**config.mk**
```make
export PLATFORM = sky130hd
export DESIGN_NAME = action_request_config_fetch
export DESIGN_NICKNAME = d
export VERILOG_FILES = /design/src/hw/arcf_pkg.sv /design/src/hw/xfer_if.sv /design/src/hw/mem_port.sv /design/src/hw/strobe_gen.sv /design/src/hw/action_request_config_fetch.sv
export SDC_FILE = /design/constraint.sdc
export NUM_CORES = 1
export LEC_CHECK = 0
export BUFFER_PORTS_ARGS = -buffer_cell sky130_fd_sc_hd__buf_4
export CORE_UTILIZATION = 45
export CTS_CLUSTER_DIAMETER = 40
export DETAILED_ROUTE_END_ITERATION = 8
export GPL_ROUTABILITY_DRIVEN = 0
export PLACE_DENSITY_LB_ADDON = 0.25
export SYNTH_ARGS = -nofsm -noshare
export SYNTH_HDL_FRONTEND = slang
export SYNTH_SLANG_ARGS = --single-unit
```
**constraint.sdc**
```tcl
create_clock -name core_clk -period 41.2 [get_ports core_clk]
set_input_delay 6.18 -clock core_clk [delete_from_list [all_inputs] [get_ports core_clk]]
set_output_delay 6.18 -clock core_clk [all_outputs]
set_load 0.02 [all_outputs]
```
**src/hw/arcf_pkg.sv**
```systemverilog
/*
  Constants, field layouts and helpers for the action request controller.
  Assumes a 32-bit byte-addressed, word-aligned shared memory and 32-bit software bus.
*/
package arcf_pkg;

  // ==========================================================
  // Software register map (byte offsets)
  localparam logic [7:0] REG_CTRL = 8'h00;
  localparam logic [7:0] REG_SELECT = 8'h04;
  localparam logic [7:0] REG_ACTION = 8'h08;
  localparam logic [7:0] REG_QSTART = 8'h0c;
  localparam logic [7:0] REG_QLEN = 8'h10;
  localparam logic [7:0] REG_CFG_BASE = 8'h14;
  localparam logic [7:0] REG_STATUS = 8'h18;
  localparam logic [7:0] REG_LAST_IRQ = 8'h1c;
  localparam int CTRL_GO_BIT = 0;
  localparam int ST_BUSY_BIT = 0;
  localparam int ST_DONE_BIT = 1;
  localparam int ST_FAIL_BIT = 2;
  localparam int ST_REFUSED_BIT = 3;
  localparam int ST_OUTST_BIT = 4;
  localparam int ST_MFL_UNSET_BIT = 5;

  // ==========================================================
  // Action command word fields
  localparam int ACT_PCM_LSB = 29;
  localparam int ACT_PCM_W = 3;
  localparam int ACT_MFL_LSB = 16;
  localparam int ACT_MFL_W = 13;
  localparam int ACT_INIT_ALL = 15;
  localparam int ACT_INIT_CH = 14;
  localparam int ACT_CHAN_LSB = 8;
  localparam int ACT_CHAN_W = 5;
  localparam int ACT_ACK_MASK = 7;
  localparam int ACT_FULL_REINIT = 6;
  localparam int ACT_LOOP_CH = 5;
  localparam int ACT_LOOP_EXT = 4;
  localparam int ACT_LOOP_INT = 3;
  localparam int ACT_NEW_QUEUE = 2;

  typedef enum logic [2:0] {
    PCM_T1_1536 = 3'h0,
    PCM_T1_1544 = 3'h4,
    PCM_CEPT = 3'h5,
    PCM_4M_EVEN = 3'h6,
    PCM_4M_ODD = 3'h7
  } pcm_format_type;

  // ==========================================================
  // Configuration section layout, sizes in long words, offsets in bytes
  localparam int CS_ACTION_N = 1;
  localparam int CS_QSPEC_N = 2;
  localparam int CS_TSLOT_N = 32;
  localparam int CS_CHSPEC_N = 128;
  localparam int CS_CDA_N = 64;
  localparam logic [31:0] CS_ACTION_OFS = 32'h0;
  localparam logic [31:0] CS_QSTART_OFS = 32'h4;
  localparam logic [31:0] CS_QLEN_OFS = 32'h8;
  localparam int CS_TOTAL_N =
    CS_ACTION_N + CS_QSPEC_N + CS_TSLOT_N + CS_CHSPEC_N + CS_CDA_N;

  // ==========================================================
  // Interrupt words and queue limits
  localparam int IRQ_DONE_BIT = 15;
  localparam int IRQ_FAIL_BIT = 14;
  localparam int QLEN_W = 13;
  localparam logic [QLEN_W-1:0] QLEN_MIN = 13'h0010;
  localparam logic [QLEN_W-1:0] QLEN_MAX = 13'h1000;
  localparam int SEL_W = 5;
  localparam logic [1:0] WORD_ALIGN = 2'h0;

  // Fixed location of the control start address for a select pattern.
  function automatic logic [31:0] ctrl_location(
    input logic [SEL_W-1:0] sel);
    return {{10{sel[4]}}, {6{sel[3]}}, {12{sel[2]}}, sel[1], sel[0],
            WORD_ALIGN};
  endfunction

  // At most one of the three initialise bits.
  function automatic logic init_ok(input logic [31:0] a);
    return !((a[ACT_INIT_ALL] && a[ACT_INIT_CH]) ||
             (a[ACT_INIT_ALL] && a[ACT_FULL_REINIT]) ||
             (a[ACT_INIT_CH] && a[ACT_FULL_REINIT]));
  endfunction

  // Loop selection other than the two forbidden patterns.
  function automatic logic loop_ok(input logic [31:0] a);
    return !(a[ACT_LOOP_CH] && (a[ACT_LOOP_EXT] == a[ACT_LOOP_INT]));
  endfunction

  function automatic logic pcm_ok(input logic [31:0] a);
    logic [ACT_PCM_W-1:0] p;
    p = a[ACT_PCM_LSB +: ACT_PCM_W];
    return p == PCM_T1_1536 || p == PCM_T1_1544 || p == PCM_CEPT ||
           p == PCM_4M_EVEN || p == PCM_4M_ODD;
  endfunction

endpackage

```
**src/hw/xfer_if.sv**
```systemverilog
/*
  Word transfer carrier between the sequencer and the memory port.
  Assumes one clock; start is a one-cycle pulse, done answers it.
*/
`timescale 1ns/10ps
interface xfer_if;
  logic start;
  logic we;
  logic [31:0] addr;
  logic [31:0] wdata;
  logic [31:0] rdata;
  logic done;
  modport requester(output start, output we, output addr,
                    output wdata, input rdata, input done);
  modport server(input start, input we, input addr, input wdata,
                 output rdata, output done);
endinterface

```
**src/hw/mem_port.sv**
```systemverilog
/*
  Shared memory master: one 32-bit word per request, held until ack.
  Assumes the memory answers with a one-cycle mem_ack.
*/
`timescale 1ns/10ps
module mem_port (
  input wire logic core_clk,
  input wire logic reset,
  xfer_if.server xf,
  output logic mem_req,
  output logic mem_we,
  output logic [31:0] mem_addr,
  output logic [31:0] mem_wdata,
  input wire logic [31:0] mem_rdata,
  input wire logic mem_ack
);
  import arcf_pkg::*;

  typedef struct packed {
    logic req;
    logic we;
    logic [31:0] addr;
    logic [31:0] wdata;
    logic [31:0] rdata;
    logic done;
  } port_state_type;

  port_state_type s_q, s_d;

  // ==========================================================
  // Request holding.
  always_comb begin
    s_d = s_q;
    s_d.done = 1'b0;
    if (!s_q.req && xf.start) begin
      s_d.req = 1'b1;
      s_d.we = xf.we;
      s_d.addr = {xf.addr[31:2], WORD_ALIGN};
      s_d.wdata = xf.wdata;
    end else if (s_q.req && mem_ack) begin
      s_d.req = 1'b0;
      s_d.rdata = mem_rdata;
      s_d.done = 1'b1;
    end
  end

  always_ff @(posedge core_clk or posedge reset) begin
    if (reset) begin
      s_q <= '0;
    end else begin
      s_q <= s_d;
    end
  end

  assign mem_req = s_q.req;
  assign mem_we = s_q.we;
  assign mem_addr = s_q.addr;
  assign mem_wdata = s_q.wdata;
  assign xf.rdata = s_q.rdata;
  assign xf.done = s_q.done;
endmodule

```
**src/hw/strobe_gen.sv**
```systemverilog
/*
  Active-low action request strobe of a fixed width.
  Assumes start is a one-cycle pulse given only while not busy.
*/
`timescale 1ns/10ps
module strobe_gen #(
  parameter int LOW_CYCLES = 4
) (
  input wire logic core_clk,
  input wire logic reset,
  input wire logic start,
  output logic strobe_n,
  output logic busy
);
  localparam int CW = $clog2(LOW_CYCLES + 1);
  localparam logic [CW-1:0] LAST = CW'(LOW_CYCLES - 1);

  generate
    if (LOW_CYCLES < 1) begin : g_bad
      $error("LOW_CYCLES must be at least one");
    end
  endgenerate

  typedef struct packed {
    logic strobe_n;
    logic [CW-1:0] cnt;
  } strobe_state_type;

  strobe_state_type s_q, s_d;

  // ==========================================================
  // Pulse timing.
  always_comb begin
    s_d = s_q;
    if (s_q.strobe_n) begin
      if (start) begin
        s_d.strobe_n = 1'b0;
        s_d.cnt = '0;
      end
    end else if (s_q.cnt == LAST) begin
      s_d.strobe_n = 1'b1;
    end else begin
      s_d.cnt = s_q.cnt + CW'(1);
    end
  end

  always_ff @(posedge core_clk or posedge reset) begin
    if (reset) begin
      s_q <= '{strobe_n: 1'b1, cnt: '0};
    end else begin
      s_q <= s_d;
    end
  end

  assign strobe_n = s_q.strobe_n;
  assign busy = !s_q.strobe_n;
endmodule

```
**src/hw/action_request_config_fetch.sv**
```systemverilog
/*
  Host-side controller for the action request and configuration fetch.
  Writes the control start address, action word and queue specification
  into shared memory, strobes the action request and follows the cyclic
  interrupt queue. Assumes the device behind the pins keeps its own side.
*/
// The address map and the Wishbone slave port were chosen for this implementation.
// Overview of operation
// - All shared memory structures sit on long-word boundaries.
// - Config section: action, two queue words, 32, 128, 64 words.
// - Length check skipped in two modes; host loads sensible maximum.
// - Host switches off channels of reinitialised slots beforehand.
// - Host sets at most one initialise bit per action word.
// - Complete external loop mirrors input; timing must match.
// - Complete internal loop feeds output back; timing must match.
// - Channelwise external loop returns one channel to transmit.
// - Channelwise internal loop returns one channel to receive.
// - Close loop: no initialise bits, loop bits, fields unchanged.
// - Open loop: no initialise bits, pattern 011, same channel.
// - Queue length lies between 16 and 4096 long words.
// - No new request before acknowledge or failure interrupt.
`timescale 1ns/10ps
module action_request_config_fetch #(
  parameter int STROBE_CYCLES = 4,
  parameter int PEND_W = 4
) (
  input wire logic core_clk,
  input wire logic reset,
  input wire logic wb_cyc,
  input wire logic wb_stb,
  input wire logic wb_we,
  input wire logic [7:0] wb_adr,
  input wire logic [3:0] wb_sel,
  input wire logic [31:0] wb_dat_i,
  output logic [31:0] wb_dat_o,
  output logic wb_ack,
  output logic [arcf_pkg::SEL_W-1:0] ctrl_location_select,
  output logic action_request_strobe_n,
  input wire logic dev_irq,
  output logic mem_req,
  output logic mem_we,
  output logic [31:0] mem_addr,
  output logic [31:0] mem_wdata,
  input wire logic [31:0] mem_rdata,
  input wire logic mem_ack
);
  import arcf_pkg::*;

  generate
    if (PEND_W < 1 || STROBE_CYCLES < 1) begin : g_bad
      $error("PEND_W and STROBE_CYCLES must be at least one");
    end
  endgenerate

  typedef enum logic [6:0] {
    ST_IDLE = 7'h01,
    ST_WR_LOC = 7'h02,
    ST_WR_ACT = 7'h04,
    ST_WR_QSTART = 7'h08,
    ST_WR_QLEN = 7'h10,
    ST_WAIT = 7'h20,
    ST_RD_IRQ = 7'h40
  } ctl_state_type;

  typedef struct packed {
    ctl_state_type st;
    logic ack;
    logic [31:0] rdat;
    logic [SEL_W-1:0] sel;
    logic [31:0] act;
    logic [31:0] qstart;
    logic [31:0] qlen;
    logic [31:0] cfg_base;
    logic [31:0] last_irq;
    logic busy;
    logic done;
    logic fail;
    logic refused;
    logic outstanding;
    logic [QLEN_W-1:0] ptr;
    logic [QLEN_W-1:0] cur_qlen;
    logic [31:0] cur_qstart;
    logic [PEND_W-1:0] pending;
    logic xs;
    logic xwe;
    logic [31:0] xaddr;
    logic [31:0] xwdata;
    logic pstart;
  } top_state_type;

  top_state_type s_q, s_d;
  logic strobe_busy;
  xfer_if xf();

  assign xf.start = s_q.xs;
  assign xf.we = s_q.xwe;
  assign xf.addr = s_q.xaddr;
  assign xf.wdata = s_q.xwdata;

  // ==========================================================
  // Submodules.
  mem_port u_mem (
    .core_clk(core_clk),
    .reset(reset),
    .xf(xf.server),
    .mem_req(mem_req),
    .mem_we(mem_we),
    .mem_addr(mem_addr),
    .mem_wdata(mem_wdata),
    .mem_rdata(mem_rdata),
    .mem_ack(mem_ack)
  );

  strobe_gen #(
    .LOW_CYCLES(STROBE_CYCLES)
  ) u_strobe (
    .core_clk(core_clk),
    .reset(reset),
    .start(s_q.pstart),
    .strobe_n(action_request_strobe_n),
    .busy(strobe_busy)
  );

  function automatic logic [31:0] merge_bytes(input logic [31:0] old,
    input logic [31:0] wr, input logic [3:0] sel);
    logic [31:0] r;
    r = old;
    for (int i = 0; i < 4; i++) begin
      if (sel[i]) begin
        r[8*i +: 8] = wr[8*i +: 8];
      end
    end
    return r;
  endfunction

  // ==========================================================
  // Request checks and sequencing.
  logic new_access;
  logic go;
  logic go_ok;
  logic req_ok;
  logic qlen_ok;
  logic [QLEN_W-1:0] qlen_field;
  logic [QLEN_W-1:0] ptr_inc;
  logic pend_inc;
  logic pend_dec;
  logic [31:0] q_addr;

  assign qlen_field = s_q.qlen[QLEN_W-1:0];
  assign qlen_ok = qlen_field >= QLEN_MIN && qlen_field <= QLEN_MAX
    && s_q.qlen[31:QLEN_W] == '0;
  assign ptr_inc = s_q.ptr + QLEN_W'(1);
  assign q_addr = s_q.cur_qstart + {17'h0, s_q.ptr, WORD_ALIGN};

  // Refuse words whose meaning is undefined or memory that is misaligned.
  assign req_ok = init_ok(s_q.act)
    && loop_ok(s_q.act)
    && pcm_ok(s_q.act)
    && s_q.cfg_base[1:0] == WORD_ALIGN
    && (!s_q.act[ACT_NEW_QUEUE] ||
        (qlen_ok && s_q.qstart[1:0] == WORD_ALIGN));

  always_comb begin
    s_d = s_q;
    new_access = wb_cyc && wb_stb && !s_q.ack;
    go = 1'b0;
    pend_dec = 1'b0;
    pend_inc = dev_irq;
    s_d.ack = new_access;
    s_d.rdat = '0;
    s_d.xs = 1'b0;
    s_d.pstart = 1'b0;
    if (new_access && !wb_we) begin
      case (wb_adr)
        REG_SELECT: s_d.rdat = {27'h0, s_q.sel};
        REG_ACTION: s_d.rdat = s_q.act;
        REG_QSTART: s_d.rdat = s_q.qstart;
        REG_QLEN: s_d.rdat = s_q.qlen;
        REG_CFG_BASE: s_d.rdat = s_q.cfg_base;
        REG_STATUS: begin
          s_d.rdat[ST_BUSY_BIT] = s_q.busy;
          s_d.rdat[ST_DONE_BIT] = s_q.done;
          s_d.rdat[ST_FAIL_BIT] = s_q.fail;
          s_d.rdat[ST_REFUSED_BIT] = s_q.refused;
          s_d.rdat[ST_OUTST_BIT] = s_q.outstanding;
          // Zero maximum length aborts every checked frame.
          s_d.rdat[ST_MFL_UNSET_BIT] =
            s_q.act[ACT_MFL_LSB +: ACT_MFL_W] == '0;
        end
        REG_LAST_IRQ: s_d.rdat = s_q.last_irq;
        default: s_d.rdat = '0;
      endcase
    end
    if (new_access && wb_we) begin
      case (wb_adr)
        REG_CTRL: go = wb_sel[0] && wb_dat_i[CTRL_GO_BIT];
        REG_STATUS: begin
          if (wb_sel[0]) begin
            s_d.done = s_q.done && !wb_dat_i[ST_DONE_BIT];
            s_d.fail = s_q.fail && !wb_dat_i[ST_FAIL_BIT];
            s_d.refused = s_q.refused && !wb_dat_i[ST_REFUSED_BIT];
          end
        end
        default: begin
          // Setup words are frozen while a request is in flight.
          if (s_q.busy) begin
            s_d.refused = 1'b1;
          end else begin
            case (wb_adr)
              // Select changes reach the device at its next strobe.
              REG_SELECT: begin
                if (wb_sel[0]) begin
                  s_d.sel = wb_dat_i[SEL_W-1:0];
                end
              end
              REG_ACTION: s_d.act = merge_bytes(s_q.act, wb_dat_i, wb_sel);
              REG_QSTART:
                s_d.qstart = merge_bytes(s_q.qstart, wb_dat_i, wb_sel);
              REG_QLEN: s_d.qlen = merge_bytes(s_q.qlen, wb_dat_i, wb_sel);
              REG_CFG_BASE:
                s_d.cfg_base = merge_bytes(s_q.cfg_base, wb_dat_i, wb_sel);
              default: s_d.refused = s_q.refused;
            endcase
          end
        end
      endcase
    end
    // A request is only issued once the previous one and any queue read end.
    go_ok = go && !s_q.busy && s_q.st == ST_IDLE && req_ok;
    if (go && !go_ok) begin
      s_d.refused = 1'b1;
    end
    case (s_q.st)
      ST_IDLE: begin
        if (go_ok) begin
          s_d.busy = 1'b1;
          s_d.xs = 1'b1;
          s_d.xwe = 1'b1;
          s_d.xaddr = ctrl_location(s_q.sel);
          s_d.xwdata = s_q.cfg_base;
          s_d.st = ST_WR_LOC;
        end else if (s_q.pending != '0) begin
          pend_dec = 1'b1;
          s_d.xs = 1'b1;
          s_d.xwe = 1'b0;
          s_d.xaddr = q_addr;
          s_d.st = ST_RD_IRQ;
        end
      end
      ST_WR_LOC: begin
        if (xf.done) begin
          // The mode, loop and initialise fields travel as written.
          s_d.xs = 1'b1;
          s_d.xaddr = s_q.cfg_base + CS_ACTION_OFS;
          s_d.xwdata = s_q.act;
          s_d.st = ST_WR_ACT;
        end
      end
      ST_WR_ACT: begin
        if (xf.done) begin
          if (s_q.act[ACT_NEW_QUEUE]) begin
            s_d.xs = 1'b1;
            s_d.xaddr = s_q.cfg_base + CS_QSTART_OFS;
            s_d.xwdata = s_q.qstart;
            s_d.st = ST_WR_QSTART;
          end else begin
            s_d.pstart = 1'b1;
            s_d.outstanding = !s_q.act[ACT_ACK_MASK];
            s_d.done = s_d.done || s_q.act[ACT_ACK_MASK];
            s_d.st = ST_WAIT;
          end
        end
      end
      ST_WR_QSTART: begin
        if (xf.done) begin
          s_d.xs = 1'b1;
          s_d.xaddr = s_q.cfg_base + CS_QLEN_OFS;
          s_d.xwdata = s_q.qlen;
          s_d.st = ST_WR_QLEN;
        end
      end
      ST_WR_QLEN: begin
        if (xf.done) begin
          // Later interrupt words arrive in the new queue from its start.
          s_d.cur_qstart = s_q.qstart;
          s_d.cur_qlen = qlen_field;
          s_d.ptr = '0;
          s_d.pending = '0;
          s_d.pstart = 1'b1;
          s_d.outstanding = !s_q.act[ACT_ACK_MASK];
          s_d.done = s_d.done || s_q.act[ACT_ACK_MASK];
          s_d.st = ST_WAIT;
        end
      end
      ST_WAIT: begin
        if (s_q.pending != '0) begin
          pend_dec = 1'b1;
          s_d.xs = 1'b1;
          s_d.xwe = 1'b0;
          s_d.xaddr = q_addr;
          s_d.st = ST_RD_IRQ;
        end else if (!s_q.outstanding && !strobe_busy && !s_q.pstart) begin
          s_d.busy = 1'b0;
          s_d.st = ST_IDLE;
        end
      end
      ST_RD_IRQ: begin
        if (xf.done) begin
          s_d.last_irq = xf.rdata;
          s_d.ptr = (ptr_inc == s_q.cur_qlen) ? '0 : ptr_inc;
          if (s_q.outstanding && xf.rdata[IRQ_DONE_BIT]) begin
            s_d.done = 1'b1;
            s_d.outstanding = 1'b0;
          end
          if (s_q.outstanding && xf.rdata[IRQ_FAIL_BIT]) begin
            s_d.fail = 1'b1;
            s_d.outstanding = 1'b0;
          end
          s_d.st = s_q.busy ? ST_WAIT : ST_IDLE;
        end
      end
      default: s_d.st = ST_IDLE;
    endcase
    // One pending read per interrupt pulse until the count saturates at all ones; never lose a coincident pulse.
    if (s_q.st == ST_WR_QLEN && xf.done) begin
      s_d.pending = {{(PEND_W-1){1'b0}}, pend_inc};
    end else if (pend_inc && !pend_dec) begin
      if (s_q.pending != '1) begin
        s_d.pending = s_q.pending + PEND_W'(1);
      end
    end else if (pend_dec && !pend_inc) begin
      s_d.pending = s_q.pending - PEND_W'(1);
    end
  end

  always_ff @(posedge core_clk or posedge reset) begin
    if (reset) begin
      s_q <= '0;
      s_q.st <= ST_IDLE;
      s_q.cur_qlen <= QLEN_MIN;
    end else begin
      s_q <= s_d;
    end
  end

  assign wb_ack = s_q.ack;
  assign wb_dat_o = s_q.rdat;
  assign ctrl_location_select = s_q.sel;
endmodule

```
==> summary by stage, run 1 <==
Status
The flow ran to the end, and the final reports show no timing, DRC or antenna violations.

Clock network
The clock input transition at the sequential cells of the worst setup and hold paths is approximately 0.06 ns. Clock tree synthesis inserted a total of 61 buffers. In this run the post-CTS setup repair buffer count came out at 0. The quantity of hold-fixing buffers added after cts is 0. The longest clock path from root to sink contains 3 buffers.

The number of gates given a new drive strength after cts is 0. The clock tree root driver cell is sky130_fd_sc_hd__clkbuf_16. CTS built an H-tree with a depth of 2. The TritonCTS clock tree is done. The clock net sink count is 436. For the worst-skew pair, the clock arrives at the later sink with an insertion delay of between 0.6 and 0.7 ns.

Floorplanning
The floorplan step defined a core boundary enclosing 47700 µm². The initialized floorplan defines 80 standard-cell rows. The initial standard-cell utilization of the core is 45.6%. The die span in x is 222 µm. The floorplan die area is ~49000 µm². The die span in y is 222 µm. 188 I/O pins were placed.

STA
The post-layout minimum cycle time is 8.85 ns. The maximum achievable frequency is 113 MHz. The setup violation total in the final timing report is 0. After layout, the worst path uses 21.5% of the clock period. The relative slew slack is 17.0%. The final setup skew is between 0.06 and 0.07 ns. Final hold analysis gives a worst-case slack of 0.440 ns. The final number of hold-violating endpoints is 0.

Once routing completed, OpenROAD measured the worst setup slack at 32.35 ns. Setup repair after global routing left no endpoint under its margin. The final count of pins violating max slew is 0. At the pin with the least slew margin, the transition time is 1.25 ns. After routing, the total negative slack on setup checks comes to 0 ns.

Synth
The register area share after synthesis is 50.2%. The number of distinct standard cells referenced by the synthesized netlist is 90. The cell taking the most area after synthesis is sky130_fd_sc_hd__dfrtp_1. By area the synthesized netlist is led by sky130_fd_sc_hd__dfrtp_1 50%, sky130_fd_sc_hd__mux2_2 12%, sky130_fd_sc_hd__nand2_1 6.6%, sky130_fd_sc_hd__a22oi_1 2.1%, sky130_fd_sc_hd__a31oi_1 2.1%. The most numerous cell in the Yosys netlist is sky130_fd_sc_hd__dfrtp_1. After synthesis, the most frequently instantiated cells are 433 x sky130_fd_sc_hd__dfrtp_1, 384 x sky130_fd_sc_hd__nand2_1, 238 x sky130_fd_sc_hd__mux2_2, 122 x sky130_fd_sc_hd__nor2_1, 101 x sky130_fd_sc_hd__clkbuf_1.

Yosys printed 0 warnings. In the synthesized netlist the async set-or-reset flop fraction comes to 100%. Summed over its instances, the top area cell type makes up ~50% of the synthesized netlist area. Synthesis produced ~2100 cells. Summing every instance area after synthesis gives 21800 µm².

The synthesized area divided by synthesized cell count is 10.3 µm². Counting flops with a built-in enable in the synthesized netlist gives 0. The synthesis-stage register bit count is 436.

The most instantiated flip-flop cell in the synthesis netlist is sky130_fd_sc_hd__dfrtp_1.

GRT
The number of antenna violations at the first check in global routing is 1. The first global-routing pass estimated 104 mm of wire. The total overflow left after global routing is 0. The number of global-route vias before repair came to 17200. Global routing used 27.4% of the available tracks across all layers. Entering global routing, the biggest net connects ~190 pins.

Setup path
STA classifies the critical path endpoint as a flop. Together, buffers and inverters on the worst path number 2. Along the worst path, the maximum fanout reaches 64. The required arrival time at the worst endpoint is between 40 and 50 ns. The path length in cells of the critical path is 8. The number of cell instances on the worst register-to-register path is 10. In this design, the stage delay of the slowest critical-path cell is 0.65 ns. The worst-path cell with the longest stage delay is sky130_fd_sc_hd__a2111oi_2. The reg-to-reg endpoint is xf.addr[18]. The top cell family by delay on the critical path is compound AO/OA/AOI/OAI gates. The arrival time of data at the critical path endpoint is 9.30 ns. The category of the critical setup timing path is in -> reg. The cell type with the highest occurrence count on the critical path is sky130_fd_sc_hd__buf_4. The signal on the critical path passes through buf_4 > or2_1 > or4_1 > a2111oi_2 > o211ai_1 > o21ai_4 > buf_4 > a31oi_1. The minimum setup slack among reg-to-reg paths is around 37 ns. The worst reg2reg path startpoint is s_q[116].

STA classifies the critical path startpoint as a primary input.

Placement
Counting tap cells, the placed design contains a total of 2777 instances. At the placement stage, the worst setup path has a slack of 31.80 ns. After legalization and detailed placement, the total HPWL measured 47.4 mm. The placed cell area is 23400 µm². Buffers placed on the I/O ports in this run total 185.

Power
The static power due to leakage is about 11 nW. The total power density per cell area is 53.1 nW/µm². After layout, the design draws a total of 1.36 mW.

The maximum resistive drop on vdd is 0.0380 mV.

Detailed routing
The detailed router placed 17800 vias in this run. Wires add up to 67.6 mm. The count of nets left with antenna violations once routing finished came out at 0.

The average wire length per cell after detail routing is 23.4 µm. The detailed router finished its first iteration with 2557 violations. The number of vias per cell after detailed routing is between 6 and 7.

In the routed design, unresolved DRC markers number 0. The first detailed-routing pass ran for 8 iterations.

Min path
In this run the most critical hold path is launched from s_q[0]. The tightest min-delay check is of the reg -> reg type. For hold timing, the worst endpoint is u_strobe.s_q[2]. The instance count along the most critical hold path is 1.

Layout
For this run, the post-layout net count is 2329. The number of antenna diodes in the final layout is 0. The utilization after layout is 53.6%.

The number of standard cells in the final layout excluding fillers is slightly below 3000. Compared with the post-synthesis result, the final layout area differs by 17.7%. Cells with a size suffix above 1 make up 26.6% of the layout. After routing the design area is 25600 µm².

Flow run
Across the run, the number of max-cap violations was 0.
## power breakdown
part	internal, mW	switching, mW	leakage (nW)
logic	0.115	0.145	4.63
clock network	0.332	0.224	1.06
registers	0.489	0.0533	5.49
## registers in the layout (all words and copies together) (netlist names)
name / flops
u_strobe.strobe_n: 1
qlen_field: 13
u_mem.mem_addr: 30
u_mem.mem_we: 1
wb_dat_o: 32
u_mem.mem_wdata: 32
u_mem.mem_req: 1
u_mem.xf.rdata: 32
xf.wdata: 32
s_q: 220
u_strobe.s_q: 3
xf.addr: 30
xf.start: 1
u_mem.xf.done: 1
xf.we: 1
wb_ack: 1
ctrl_location_select: 5
## kinds of logic (layout without fill, tap and decap cells)
logic type / after synthesis / in the layout / synth area share (%)
compound gates: 443 / 443 / 14.5
xor+xnor: 62 / 62 / 2.50
fa+ha+maj: 21 / 21 / 1.24
buf+inv: 195 / 352 / 4.12
flops: 436 / 436 / 50.2
mux: 244 / 244 / 12.6
other cells: 1 / 2 / 0.0172
simple gates: 717 / 717 / 14.9
## worst reg2reg max path: stages, from the launching register on
cell                       delay [ns]
sky130_fd_sc_hd__dfrtp_1         0.51
sky130_fd_sc_hd__ha_1            0.28
sky130_fd_sc_hd__fa_1            0.40
sky130_fd_sc_hd__a21o_1          0.19
sky130_fd_sc_hd__a221oi_1        0.79
sky130_fd_sc_hd__o41ai_1         0.28
sky130_fd_sc_hd__a221o_1         0.54
sky130_fd_sc_hd__and2_1          0.26
sky130_fd_sc_hd__mux2_2          0.29
sky130_fd_sc_hd__o211ai_1        0.22
sky130_fd_sc_hd__o221a_2         0.22
## cells in the final DEF (no fill, tap or decap), types with 61 or more instances in the layout
master                      instances
sky130_fd_sc_hd__dfrtp_1          433
sky130_fd_sc_hd__nor2_1           117
sky130_fd_sc_hd__buf_4            208
sky130_fd_sc_hd__a21oi_1           62
sky130_fd_sc_hd__o21ai_0           66
sky130_fd_sc_hd__a31oi_1           74
sky130_fd_sc_hd__a22oi_1           62
sky130_fd_sc_hd__clkbuf_16         61
sky130_fd_sc_hd__mux2_2           238
sky130_fd_sc_hd__nand2_1          382
## worst max-delay path by stage
stage               startpoint                      end  slack, ns
global placement     wb_adr[7]             xf.wdata[23]      31.86
global route         wb_adr[7]             xf.wdata[25]      32.19
floorplan                reset  ctrl_location_select[0]      22.88
finish               wb_adr[7]             xf.wdata[25]      32.35
CTS                  wb_adr[7]             xf.wdata[28]      32.46
detailed placement   wb_adr[7]             xf.wdata[13]      31.80
## per-layer routing
layer / vias to the layer above / part of all wire [%] / global-route usage (%)
li1: 7879 / - / -
met1: 8778 / 44 / 39.7
met2: 965 / 44 / 40.7
met3: 167 / 9.1 / 5.05
met4: 2 / 3.7 / 10.6
met5: - / 0.018 / 0
## cell type report
cell class              instances  area (µm²)
fillers                      4150       22100
flip-flops and latches        436       10900
multi-input cells            1489        9990
repair buffers                209        1580
clock buffers                  65        1570
well taps                     615         769
clock inverters                50         666
inverters                      28         113
Note: power is estimated with default switching activity, not from simulation.
==> inputs of run 2 (changes only) <==
Clock period 41.2 ns to 9.15 ns, I/O delays scaled along.
==> summary by stage, run 2 (synthesis results as in run 1) <==
Detailed routing
The first-iteration detailed-routing DRC count is 2351. The first detailed-routing pass took 9 iterations. The average wire length per cell after detail routing is 23.9 µm. Wires add up to 69.2 mm. For this run, design rule violations remaining after detail routing come to 0. The detailed router placed 17900 vias in this run. The number of vias per cell after detailed routing is 6.17. The detail route stage leaves a number of antenna-violating nets equal to 0.

Placement
Before CTS, the worst setup slack after placement is 4.51 ns. The total of buffers placed on input and output ports is 185. Once placement finished, the instance area stood at 23400 µm². After legalization and detailed placement, the total HPWL measured between 40 and 50 mm.

Setup path
Walking the worst path, the cells encountered are buf_4 > or2_1 > or4_1 > a2111oi_2 > o211ai_1 > o21ai_4 > buf_4 > nor2_1 > a31oi_1. At the worst endpoint, the required time is between 9 and 10 ns. Data on the critical path arrives at its endpoint at roughly 4.6 ns. The stage delay of the slowest cell on the critical path is 0.67 ns. STA classifies the critical path startpoint as a primary input. STA classifies the critical path endpoint as a flop. By startpoint and endpoint, the worst setup path is classified as in -> reg. The worst-path cell with the longest stage delay is sky130_fd_sc_hd__a2111oi_2. Of all nets on the critical path, the largest fanout is 64.

The worst reg2reg path startpoint is s_q[337]. The cell that appears most often on the critical path is sky130_fd_sc_hd__buf_4. Tracing the worst setup path back leads to its startpoint at wb_adr[7].

Clock network
The clock net sink count is about 440. The clock reaches the later pin of the worst-skew pair after 0.60 ns. CTS built an H-tree with a depth of 3. Counting along the longest clock path gives a buffer depth of 3. The quantity of hold-fixing buffers added after cts is 0. The TritonCTS clock tree is done. The clock tree root driver cell is sky130_fd_sc_hd__clkbuf_16. After clock tree synthesis, the clock-pin slew on the worst setup and hold paths is 0.05 ns.

The number of buffers created by CTS is 67. The number of gates resized after CTS was 0. The buffers inserted during post-CTS setup optimization is 0.

Power
The share of total power dissipated in combinational logic is 19.1%. The maximum resistive drop on vdd is roughly 0.18 mV. Summed over all nets, the switching power comes to roughly 1.9 mW. Registers are responsible for about two fifths of the overall power. The switching portion of total power is 30.4%. Dividing total power by cell area gives a power density of 240 nW/µm². After layout, the design draws a total of 6.16 mW. The internal portion of the total power is 4.29 mW. The relative contribution of the clock network to total power is just over 40%. The static power due to leakage is approximately 11 nW.

Floorplanning
The floorplan die area is 49200 µm². For this design the top-level I/O count stands at 188. The area of the placeable core is 47700 µm².

The floorplan step set the die width to around 220 µm. From bottom edge to top edge, the die measures 222 µm. The number of rows created at floorplan is 80. The initial utilization of the core area, before any placement, comes to 45.6%.

Layout
The count of nets after finishing is 2335. The fraction of final layout cells sized beyond drive strength 1 is 26.6%. The diode insertion count for antenna repair is 0. In the final layout, flip-flops and latches occupy roughly 11000 µm². The register with the most flip-flops in the layout has 220 of them.

Summing all multi-input logic gate instances after layout gives 9990 µm². The post-layout instance area is 25600 µm². Fill cells in the final layout number 4152. Leaving out fill and tap cells, the most frequent cell in the layout is sky130_fd_sc_hd__dfrtp_1. Ranked by flip-flop count, first place goes to s_q. The utilization after layout is 53.7%. The library cells used most frequently in the layout, excluding fill and tap cells, are 433 x sky130_fd_sc_hd__dfrtp_1, 382 x sky130_fd_sc_hd__nand2_1, 238 x sky130_fd_sc_hd__mux2_2.

Compared with the post-synthesis result, the final layout area differs by 17.8%.

STA
The setup TNS is 0 ns. Headroom to the max-slew limit came out at 14.0%. The post-layout minimum cycle time is between 4 and 5 ns. The final number of hold-violating endpoints is 0. The smallest setup slack after layout is 5.03 ns.

Setup repair after global routing left no endpoint under its margin. The measured slew at the worst slew-check pin is 1.29 ns. The final count of pins violating max slew is 0. Static timing analysis puts the maximum clock frequency at 243 MHz.

The clock arrives with 0.0296 ns of skew. Of the available clock period, the critical path in the final layout requires approximately 45%. Setup violations remaining at the end of the flow were counted as 0.

Status
The run finished with clean final reports.

Flow run
The tool flagged a number of max-cap violations equal to 0.

GRT
Global routing consumed, over all layers together, 28.1% of the routing resources. The number of global-route vias before repair is 17500. The total overflow left after global routing is 0. The first global-routing pass estimated between 100 and 150 mm of wire. The largest net degree at the start of global routing is 175. The number of antenna violations at the first check in global routing came to 1.

Min path
The worst hold path startpoint is s_q[0]. The type of the tightest min-delay check is reg -> reg.
-- run 2: layout make-up --
class / count / share of cell area, %
multi-input combinational: 1489 / 39.0
clock inverter: 41 / 1.66
sequential: 436 / 42.6
timing repair buffer: 209 / 6.22
clock buffer: 81 / 7.14
inverter: 28 / 0.425
tap: 615 / 3.00
-- run 2: per-stage QoR --
stage / instances / hold slack [ns]
3_3_place_gp: 2777 / 0.427
5_1_grt: 2899 / 0.488
6_report: 2899 / 0.452
3_5_place_dp: 2777 / 0.435
2_1_floorplan: 2120 / 0.414
4_1_cts: 2899 / 0.453
-- run 2: power groups by stage --
stage | combinational [mW] | sequential, mW | clock [mW]
after floorplan | 0.801 | 2.43 | 0
after global placement | 1.13 | 2.46 | 0
after CTS | 1.18 | 2.44 | 2.58
after global routing | 1.29 | 2.48 | 2.67
final | 1.18 | 2.45 | 2.54
after detailed placement | 1.17 | 2.47 | 0
-- run 2: routing by layer --
layer	GRT usage, %	share of wire [%]	up-vias
met5	0	0.019	-
met4	13.3	4.3	2
met3	5.23	8.7	180
met2	41.6	44	958
met1	40.0	43	8865
li1	-	-	7887
-- run 2: worst paths after layout --
check / end / slack, ns / cells after the start
max: xf.wdata[1] / 5.03 / 9
min: u_strobe.s_q[2] / 0.45 / 1
max reg2reg: xf.addr[26] / 5.19 / 9
min reg2reg: u_strobe.s_q[2] / 0.45 / 1
max in group asynchronous: u_mem.mem_wdata[0] / 6.69 / 4
min in group asynchronous: ctrl_location_select[3] / 0.99 / 3
-- run 2: worst max-delay path, delay by kind of cell --
family                 cells  cell delay [ns]
and+or+nand+nor            3             0.85
buffers and inverters      2             0.72
AOI/OAI and AO/OA          4             1.62
